**src/link_ctrl_pkg.sv**
```systemverilog
// Package for the target-information clear and link-instruction gating block.
// Assumes a single clock domain and a plain register port on the host side.
`default_nettype none
package link_ctrl_pkg;
  localparam logic [11:0] CLEAR_REQ_ADDR = 12'h080;
  localparam logic [11:0] CH1_SEQ_ADDR = 12'h255;
  localparam logic [11:0] CH2_SEQ_ADDR = 12'h265;
  localparam logic [11:0] LINK_CFG_ADDR = 12'h300;
  localparam logic [11:0] LINK_CMD_ADDR = 12'h302;
  localparam logic [11:0] LINK_STAT_ADDR = 12'h304;
  localparam logic [15:0] CLEAR_KEY = 16'h4C43;
  localparam logic [15:0] CLEAR_DONE = 16'h0000;
  localparam logic [15:0] SEQ_RESET_VALUE = 16'h0000;
  localparam logic [15:0] CLEAR_REQ_RESET = 16'h0000;
  localparam logic [7:0] HEAD_IO_MAX = 8'hFE;
  localparam logic [2:0] FORMAT_MIN = 3'h1;
  localparam logic [2:0] FORMAT_MAX = 3'h5;
  localparam int CLEAR_TIME_NS = 400;
  localparam int CLK_PERIOD_NS = 4;
  localparam int CLEAR_CYCLES = (CLEAR_TIME_NS + CLK_PERIOD_NS - 1) / CLK_PERIOD_NS;

  typedef struct packed {
    logic [11:0] addr;
    logic [15:0] wdata;
    logic wr;
    logic rd;
  } reg_req_t;

  // Per channel: protocol format, link-operation enable, multidrop wiring
  typedef struct packed {
    logic [2:0] format;
    logic link_enable;
    logic multidrop;
  } chan_cfg_t;

  // Link command word: bit0 channel, bit1 receive, bit2 broadcast, [15:8] head io
  typedef struct packed {
    logic [7:0] head_io;
    logic [4:0] spare;
    logic broadcast;
    logic receive;
    logic channel;
  } link_cmd_t;

  typedef enum logic [1:0] {
    CLR_IDLE = 2'b00,
    CLR_BUSY = 2'b01,
    CLR_DONE = 2'b10
  } clear_state_t;
endpackage : link_ctrl_pkg
`default_nettype wire

```
**src/link_ctrl.sv**
```systemverilog
// Target-information clear handshake and link-instruction gating for two channels.
// Assumes the host, the serial engines and the internal memory sit on ref_clk.
`default_nettype none
// How it works
// - Module writes zero there when clear completes
// - Clear reinitialises both sequence status words
// - Serial data during clear is discarded
// - Clear drops the modem line
// - Links only on dedicated formats, link disabled
// - Second link on busy channel ends abnormally
// - Send writes remote memory, receive reads local
// - Point-to-point one-to-one only; multidrop any
module link_ctrl
  import link_ctrl_pkg::*;
#(
  parameter int CLEAR_LEN = CLEAR_CYCLES
) (
  input wire logic ref_clk,
  input wire logic reset,
  input wire logic [11:0] reg_addr,
  input wire logic [15:0] reg_wdata,
  input wire logic reg_wr,
  input wire logic reg_rd,
  output logic [15:0] reg_rdata,

  input wire logic [15:0] ch1_seq_in,
  input wire logic [15:0] ch2_seq_in,

  input wire logic rx_valid,
  input wire logic [7:0] rx_data,
  output logic rx_out_valid,
  output logic [7:0] rx_out_data,

  output logic modem_hangup,
  output logic clear_busy,

  output logic link_start,
  output logic link_to_remote_mem,
  output logic link_from_local_mem,
  output logic link_channel,
  input wire logic [1:0] link_finished,
  input wire logic link_failed,
  output logic link_done,
  output logic link_abnormal
);
  initial begin
    if (CLEAR_LEN < 1) $error("CLEAR_LEN must be at least 1");
    // The port checker bounds a whole clear at 200 cycles
    if (CLEAR_LEN > 198) $error("CLEAR_LEN must be at most 198");
  end

  localparam int CW = $clog2(CLEAR_LEN + 1);

  reg_req_t req;
  clear_state_t state, next_state;
  logic [15:0] clear_req;
  logic [15:0] ch1_seq, ch2_seq;
  logic ch1_seq_hold, ch2_seq_hold;

  logic [CW-1:0] clear_cnt;

  chan_cfg_t cfg [2];
  logic [1:0] chan_busy;
  logic chan_err;
  logic [7:0] last_err;

  assign req = '{addr: reg_addr, wdata: reg_wdata, wr: reg_wr, rd: reg_rd};

  // Relay only on dedicated-protocol formats with link operation off
  function automatic logic link_allowed(input chan_cfg_t c);
    link_allowed = (c.format >= FORMAT_MIN) && (c.format <= FORMAT_MAX) && !c.link_enable;
  endfunction : link_allowed

  logic wr_clear;
  logic key_written;
  logic wr_cfg;
  logic wr_cmd;
  logic rd_status;
  link_cmd_t cmd;
  logic cmd_ok_cfg;
  logic cmd_ok_io;
  logic cmd_ok_topo;
  logic cmd_busy;
  logic cmd_accept;
  logic cmd_reject;
  logic clear_end;

  assign wr_clear = req.wr && (req.addr == CLEAR_REQ_ADDR);
  // A key that lands while a clear is still running or finishing starts nothing
  assign key_written = wr_clear && (req.wdata == CLEAR_KEY) && (state == CLR_IDLE);
  assign wr_cfg = req.wr && (req.addr == LINK_CFG_ADDR);
  assign wr_cmd = req.wr && (req.addr == LINK_CMD_ADDR);
  assign rd_status = req.rd && (req.addr == LINK_STAT_ADDR);
  assign cmd = link_cmd_t'(req.wdata);

  // Refusal reasons stay apart so the status word can report busy, head io and topology, but not format
  assign cmd_ok_cfg = link_allowed(cfg[cmd.channel]);
  assign cmd_ok_io = cmd.head_io <= HEAD_IO_MAX;
  // Broadcast only makes sense on a multidrop line
  assign cmd_ok_topo = !cmd.broadcast || cfg[cmd.channel].multidrop;
  assign cmd_busy = chan_busy[cmd.channel] || (state != CLR_IDLE);
  assign cmd_accept = wr_cmd && cmd_ok_cfg && cmd_ok_io && cmd_ok_topo && !cmd_busy;
  assign cmd_reject = wr_cmd && !cmd_accept;

  assign clear_end = (state == CLR_BUSY) && (clear_cnt == CW'(CLEAR_LEN - 1));

  // DONE lasts one cycle: the word is zeroed there and the host sees it next
  always_comb begin
    next_state = state;
    unique case (state)
      CLR_IDLE: if (key_written) next_state = CLR_BUSY;
      CLR_BUSY: if (clear_end) next_state = CLR_DONE;
      CLR_DONE: next_state = CLR_IDLE;
      default: next_state = CLR_IDLE;
    endcase
  end

  always_ff @(posedge ref_clk) begin
    if (reset) begin
      state <= CLR_IDLE;
    end else begin
      state <= next_state;
    end
  end

  // Counts only while busy, so every clear stays in CLR_BUSY for exactly CLEAR_LEN cycles, with one DONE cycle after
  always_ff @(posedge ref_clk) begin
    if (reset) begin
      clear_cnt <= '0;
    end else begin
      clear_cnt <= (state == CLR_BUSY) ? clear_cnt + CW'(1) : '0;
    end
  end

  // Clear request word: host value is held; completion overwrites with zero
  always_ff @(posedge ref_clk) begin
    if (reset) begin
      clear_req <= CLEAR_REQ_RESET;
    end else if (state == CLR_DONE) begin
      clear_req <= CLEAR_DONE;
    end else if (wr_clear && state == CLR_IDLE) begin
      clear_req <= req.wdata;
    end
  end

  // Sequence status mirrors engine state, forced to initial value by a clear
  always_ff @(posedge ref_clk) begin
    if (reset) begin
      ch1_seq <= SEQ_RESET_VALUE;
      ch1_seq_hold <= 1'b0;
    end else if (state != CLR_IDLE) begin
      ch1_seq <= SEQ_RESET_VALUE;
      ch1_seq_hold <= 1'b1;
    end else begin
      ch1_seq <= ch1_seq_hold ? SEQ_RESET_VALUE : ch1_seq_in;
      // Hold the initial value until the engine itself reports the initial value
      ch1_seq_hold <= ch1_seq_hold && (ch1_seq_in != SEQ_RESET_VALUE);
    end
  end

  always_ff @(posedge ref_clk) begin
    if (reset) begin
      ch2_seq <= SEQ_RESET_VALUE;
      ch2_seq_hold <= 1'b0;
    end else if (state != CLR_IDLE) begin
      ch2_seq <= SEQ_RESET_VALUE;
      ch2_seq_hold <= 1'b1;
    end else begin
      ch2_seq <= ch2_seq_hold ? SEQ_RESET_VALUE : ch2_seq_in;
      ch2_seq_hold <= ch2_seq_hold && (ch2_seq_in != SEQ_RESET_VALUE);
    end
  end

  assign clear_busy = (state != CLR_IDLE);

  // Received bytes are registered through; dropped while a clear runs
  always_ff @(posedge ref_clk) begin
    if (reset) begin
      rx_out_valid <= 1'b0;
      rx_out_data <= 8'h00;
    end else begin
      rx_out_valid <= rx_valid && (state == CLR_IDLE) && !key_written;
      rx_out_data <= rx_data;
    end
  end

  // The modem line drops on the key edge itself, together with busy
  always_ff @(posedge ref_clk) begin
    if (reset) begin
      modem_hangup <= 1'b0;
    end else begin
      modem_hangup <= key_written || (state == CLR_BUSY);
    end
  end

  // Both channel settings share one word and change together
  always_ff @(posedge ref_clk) begin
    if (reset) begin
      cfg[0] <= '0;
    end else if (wr_cfg) begin
      cfg[0] <= chan_cfg_t'(req.wdata[4:0]);
    end
  end

  always_ff @(posedge ref_clk) begin
    if (reset) begin
      cfg[1] <= '0;
    end else if (wr_cfg) begin
      cfg[1] <= chan_cfg_t'(req.wdata[12:8]);
    end
  end

  // Channel busy: a new start sets it and wins over a finish; a finish clears only the channel it names
  always_ff @(posedge ref_clk) begin
    if (reset) begin
      chan_busy <= 2'b00;
    end else begin
      for (int i = 0; i < 2; i++) begin
        if (cmd_accept && cmd.channel == 1'(i)) begin
          chan_busy[i] <= 1'b1;
        end else if (link_finished[i]) begin
          chan_busy[i] <= 1'b0;
        end
      end
    end
  end

  always_ff @(posedge ref_clk) begin
    if (reset) begin
      link_start <= 1'b0;
      link_channel <= 1'b0;
      link_to_remote_mem <= 1'b0;
      link_from_local_mem <= 1'b0;
    end else begin
      link_start <= cmd_accept;
      if (cmd_accept) begin
        link_channel <= cmd.channel;
        link_to_remote_mem <= !cmd.receive;
        link_from_local_mem <= cmd.receive;
      end
    end
  end

  // One-cycle completion with its abnormal flag alongside; a refusal looks the same
  always_ff @(posedge ref_clk) begin
    if (reset) begin
      link_done <= 1'b0;
      link_abnormal <= 1'b0;
    end else begin
      link_done <= cmd_reject || (|link_finished);
      link_abnormal <= cmd_reject || ((|link_finished) && link_failed);
    end
  end

  // Sticky error: a refusal in the same cycle as the status read wins
  always_ff @(posedge ref_clk) begin
    if (reset) begin
      chan_err <= 1'b0;
      last_err <= 8'h00;
    end else if (cmd_reject) begin
      chan_err <= 1'b1;
      last_err <= {4'h0, 1'b0, !cmd_ok_topo, !cmd_ok_io, cmd_busy};
    end else if (rd_status) begin
      chan_err <= 1'b0;
    end
  end

  logic [15:0] next_rdata;
  always_comb begin
    next_rdata = 16'h0000;
    if (req.rd) begin
      unique case (req.addr)
        CLEAR_REQ_ADDR: next_rdata = clear_req;
        CH1_SEQ_ADDR: next_rdata = ch1_seq;
        CH2_SEQ_ADDR: next_rdata = ch2_seq;
        LINK_CFG_ADDR: next_rdata = {3'h0, cfg[1], 3'h0, cfg[0]};
        LINK_STAT_ADDR: next_rdata = {last_err, 3'h0, chan_err, clear_busy, 1'b0, chan_busy};
        default: next_rdata = 16'h0000;
      endcase
    end
  end

  // Read data stands only in the cycle after the strobe; zero otherwise
  always_ff @(posedge ref_clk) begin
    if (reset) begin
      reg_rdata <= 16'h0000;
    end else begin
      reg_rdata <= next_rdata;
    end
  end

endmodule : link_ctrl
`default_nettype wire

```
**config.mk**
```make
export PLATFORM = sky130hd
export DESIGN_NAME = link_ctrl
export DESIGN_NICKNAME = d
export VERILOG_FILES = /design/src/link_ctrl_pkg.sv /design/src/link_ctrl.sv
export SDC_FILE = /design/constraint.sdc
export NUM_CORES = 1
export LEC_CHECK = 0
export BUFFER_PORTS_ARGS = -buffer_cell sky130_fd_sc_hd__clkbuf_2
export CAP_MARGIN = 20
export CORE_UTILIZATION = 52
export DETAILED_ROUTE_END_ITERATION = 12
export HOLD_SLACK_MARGIN = 0.05
export MAX_ROUTING_LAYER = met4
export PLACE_DENSITY = 0.88
export RECOVER_POWER = 50
export SLEW_MARGIN = 20
export SYNTH_ARGS = -nofsm -noshare
export SYNTH_HDL_FRONTEND = slang
export SYNTH_SLANG_ARGS = --single-unit
```
**constraint.sdc**
```tcl
create_clock -name ref_clk -period 2.34 [get_ports ref_clk]
set_input_delay 0.117 -clock ref_clk [delete_from_list [all_inputs] [get_ports ref_clk]]
set_output_delay 0.117 -clock ref_clk [all_outputs]
set_load 0.02 [all_outputs]
```
==> flow_metrics.tcl <==
set metrics [dict create \
    gr-total-overflow 0 \
    globalRouteTotalUtil 0.285 \
    ys_seq_elements 107 \
    max-cap-violations 0 \
    grt_start_max_net_pins 21 \
    h-tree-depth 3 \
    critical_path.startpoint_type "input pin" \
    timing.slew.headroom 0.409 \
    timing.critical_path.mode_cell "sky130_fd_sc_hd__clkbuf_1" \
    post-route-period-util 0.841 \
    max_clock_freq_ghz 0.508 \
    initial_cell_density_of_the_core 0.546 \
    gpl.final_weighted_congestion 0.893 \
    wire_length_of_the_first_global_routing_pass_um 17700 \
    switching_share 0.245 \
    setup_viol_count_final 0 \
    worst_clock_skew_ps 10.9 \
    cts_clock_pin_slew_for_the_worst_setup_and_hold_paths_ps 110 \
    outcome "completed" \
    internal_power_uw 2490 \
    postSynthCellCount 401 \
    synth.yosys.warnings 0 \
    timing.critical_path.slowest_cell_delay_ps 740 \
    share_seq_of_total_power 0.580 \
    timing.final.max_slew_violations 0 \
    critical_path.cell_chain "clkbuf_1, nor4b_1, nor3b_1, or4_1, o21ai_0, clkbuf_1, a21oi_1" \
    number_of_enable_flip_flop_cells_after_synthesis 10 \
    synth_commonest_cells "sky130_fd_sc_hd__dfxtp_1 (97), sky130_fd_sc_hd__nand2_1 (48), sky130_fd_sc_hd__and2_1 (44)" \
    clkPwrFrac 0.332 \
    power_per_cell_area_mw_per_mm2 608 \
    synth_area_per_cell_um2 10.0 \
    timing.critical_path.buf_inv 2 \
    p_leak_uw 0.00206 \
    totalWireLength_um 11000 \
    seq_area_frac_synth 0.557 \
    antenna-diode-count 0 \
    hold_path_class "input pin to register" \
    arrival_time_of_data_at_the_critical_path_endpoint_ps 2250 \
    detail_route.drc_violations 0 \
    via_per_inst 5.56 \
    path_class "input pin to register" \
    synth_top_area_share 0.482 \
    die_x_um 90.0 \
    crit_family "simple AND/OR/NAND/NOR gates" \
    core-area_mm2 0.00737 \
    p_comb_frac 0.087 \
    initialDrtViolationCount 307 \
    post-synth-top-area-cell "sky130_fd_sc_hd__dfxtp_1" \
    fin_tns_setup_ps 0 \
    syn_nets 478 \
    required_ps 2620 \
    vdd_drop_max_v 0.000425 \
    fraction_of_layout_cells_with_a_size_suffix_above_1 0.197 \
    finalWorstPathRequiredPeriod_ps 1970 \
    postSynth.asyncResetShare 0 \
    placed_cells 603 \
    flow.area_growth_from_synthesis_pct 34.6 \
    crit_slowest_cell "sky130_fd_sc_hd__nor4b_1" \
    finalNetCount 651 \
    detailedRoute.firstPassIterationCount 7 \
    critical_path.max_fanout 9 \
    synthMostInstantiatedCell "sky130_fd_sc_hd__dfxtp_1" \
    clock_sinks 107 \
    worstMarginPinSlew_ps 879 \
    dp_hpwl_um 7180 \
    cts_tree "done" \
    io-pin-count 109 \
    tritoncts.num_buffers 9 \
    post_drt_wl_per_cell_um 16.3 \
    rows 31 \
    clkLatencyLatePin_ps 370 \
    setup.worst_path.end_class "register" \
    die_area_mm2 0.00810 \
    first_global_vias 3690 \
    yosysUniqueCellTypes 46 \
    via_count 3768 \
    post_synthesis_instance_area_mm2 0.00403 \
    total_switching_power_uw 807 \
    grt_setup_unrepaired "false" \
    port_buffers 108 \
    synth-main-ff-cell "sky130_fd_sc_hd__dfxtp_1" \
    yosys-top-cells-area "sky130_fd_sc_hd__dfxtp_1 (48%), sky130_fd_sc_hd__edfxtp_1 (7.5%), sky130_fd_sc_hd__and2_1 (6.8%)" \
    floorplan.die.height_um 90.0 \
    grt_antenna_before_repair 0 \
    longest_clk_path_bufs 2 \
    post-cts-setup-buffers 0 \
    ctsRootBufferMaster "sky130_fd_sc_hd__clkbuf_8" \
    layoutNonFillerInstCount 678 \
    postRouteAntennaNets 0 \
    report.final.hold_viol_count 0 \
]
[path summary, 6_finish.rpt]
check | from | to | slack, ps | cells after the start
hold reg to reg | clear_cnt[0]$_SDFF_PP0_ | clear_cnt[0]$_SDFF_PP0_ | 460 | 1
setup / recovery | reg_addr[9] | reg_rdata[4]$_SDFF_PP0_ | 370 | 7
setup reg to reg | state[1]$_SDFFE_PP0P_ | ch1_seq[0]$_SDFF_PP0_ | 520 | 5
hold / removal | reg_rd | chan_err$_SDFFE_PP0P_ | 60 | 4
[worst reg2reg max path: stages (launching register included)]
cell and delay (ps):
sky130_fd_sc_hd__dfxtp_1 340, sky130_fd_sc_hd__nor2_1 300, sky130_fd_sc_hd__inv_1 240, sky130_fd_sc_hd__nor3_1 180
sky130_fd_sc_hd__clkbuf_1 430, sky130_fd_sc_hd__and2_0 260
[final cells by class]
class | instances | area, µm²
Tap cell | 99 | 124
Clock buffer | 10 | 138
Timing Repair Buffer | 179 | 1170
Multi-Input combinational cell | 273 | 1680
Sequential cell | 107 | 2240
Fill cell | 529 | 1950
Clock inverter | 6 | 53.8
Inverter | 4 | 15.0
[metal layers]
layer | global-route usage | share of wire
met5 | - | 0
met4 | 0.105 | 0.024
met3 | 0.0575 | 0.078
met2 | 0.482 | 0.49
met1 | 0.337 | 0.41
[sequential cells by signal, indices dropped and copies added (netlist names)]
signal               flops
modem_hangup             1
rx_out_data              8
state                    2
link_to_remote_mem       1
reg_rdata               16
cfg                     10
ch1_seq                 16
clear_cnt                7
link_abnormal            1
ch2_seq                 16
chan_err                 1
chan_busy                2
link_from_local_mem      1
link_start               1
clear_req               16
last_err                 3
rx_out_valid             1
link_done                1
link_channel             1
ch2_seq_hold             1
ch1_seq_hold             1
[what timing repair did]
item,4_1_cts,5_1_grt
gates resized for setup,0,0
hold endpoints to repair,61,0
hold buffers,59,0
[per-stage QoR]
step                      area (µm²)  hold slack [ps]  total power, µW  utilization  worst slack (ps)
after floorplan                 4030              224             2040            -               478
after global placement          4700              313             2150        0.638               280
after CTS                       5490             52.7             3300        0.744               585
final                           5420             56.8             3290        0.736               372
after global routing            5420             71.2             3420        0.736               291
after detailed placement        4700              332             2160        0.638               213
[cells by family (layout without fill, tap and decap cells)]
logic type,count (synthesis),in the layout,synth area share
AND/OR/NAND/NOR,189,189,0.272
flip-flops,107,107,0.557
AO/OA/AOI/OAI,76,76,0.129
buffers and inverters,21,199,0.0227
XOR/XNOR,5,5,0.0109
multiplexers,2,2,0.00497
adder cells (fa/ha/maj),1,1,0.00311
[layout by cell type, fill, tap and decap left out, types with 9 or more instances in the layout]
master,Yosys,layout
sky130_fd_sc_hd__and2_0,0,15
sky130_fd_sc_hd__nor2b_1,9,9
sky130_fd_sc_hd__nor4_1,10,11
sky130_fd_sc_hd__dlygate4sd3_1,0,59
sky130_fd_sc_hd__a222oi_1,15,15
sky130_fd_sc_hd__dfxtp_1,97,97
sky130_fd_sc_hd__a21oi_1,32,32
sky130_fd_sc_hd__edfxtp_1,10,10
sky130_fd_sc_hd__nand2_1,48,48
sky130_fd_sc_hd__clkbuf_2,1,74
sky130_fd_sc_hd__and2_1,44,29
sky130_fd_sc_hd__clkbuf_8,0,10
sky130_fd_sc_hd__nor2_1,18,18
sky130_fd_sc_hd__buf_4,0,10
sky130_fd_sc_hd__clkbuf_1,12,36
[power by group through the flow]
| stage | combinational, µW | sequential, µW | clock (µW) |
|---|---|---|---|
| after floorplan | 78.8 | 1960 | 0 |
| after detailed placement | 203 | 1950 | 0 |
| after global routing | 308 | 1920 | 1190 |
| final | 288 | 1910 | 1090 |
| after global placement | 198 | 1950 | 0 |
| after CTS | 281 | 1910 | 1110 |
No activity file was read; power rests on OpenSTA's default activity.
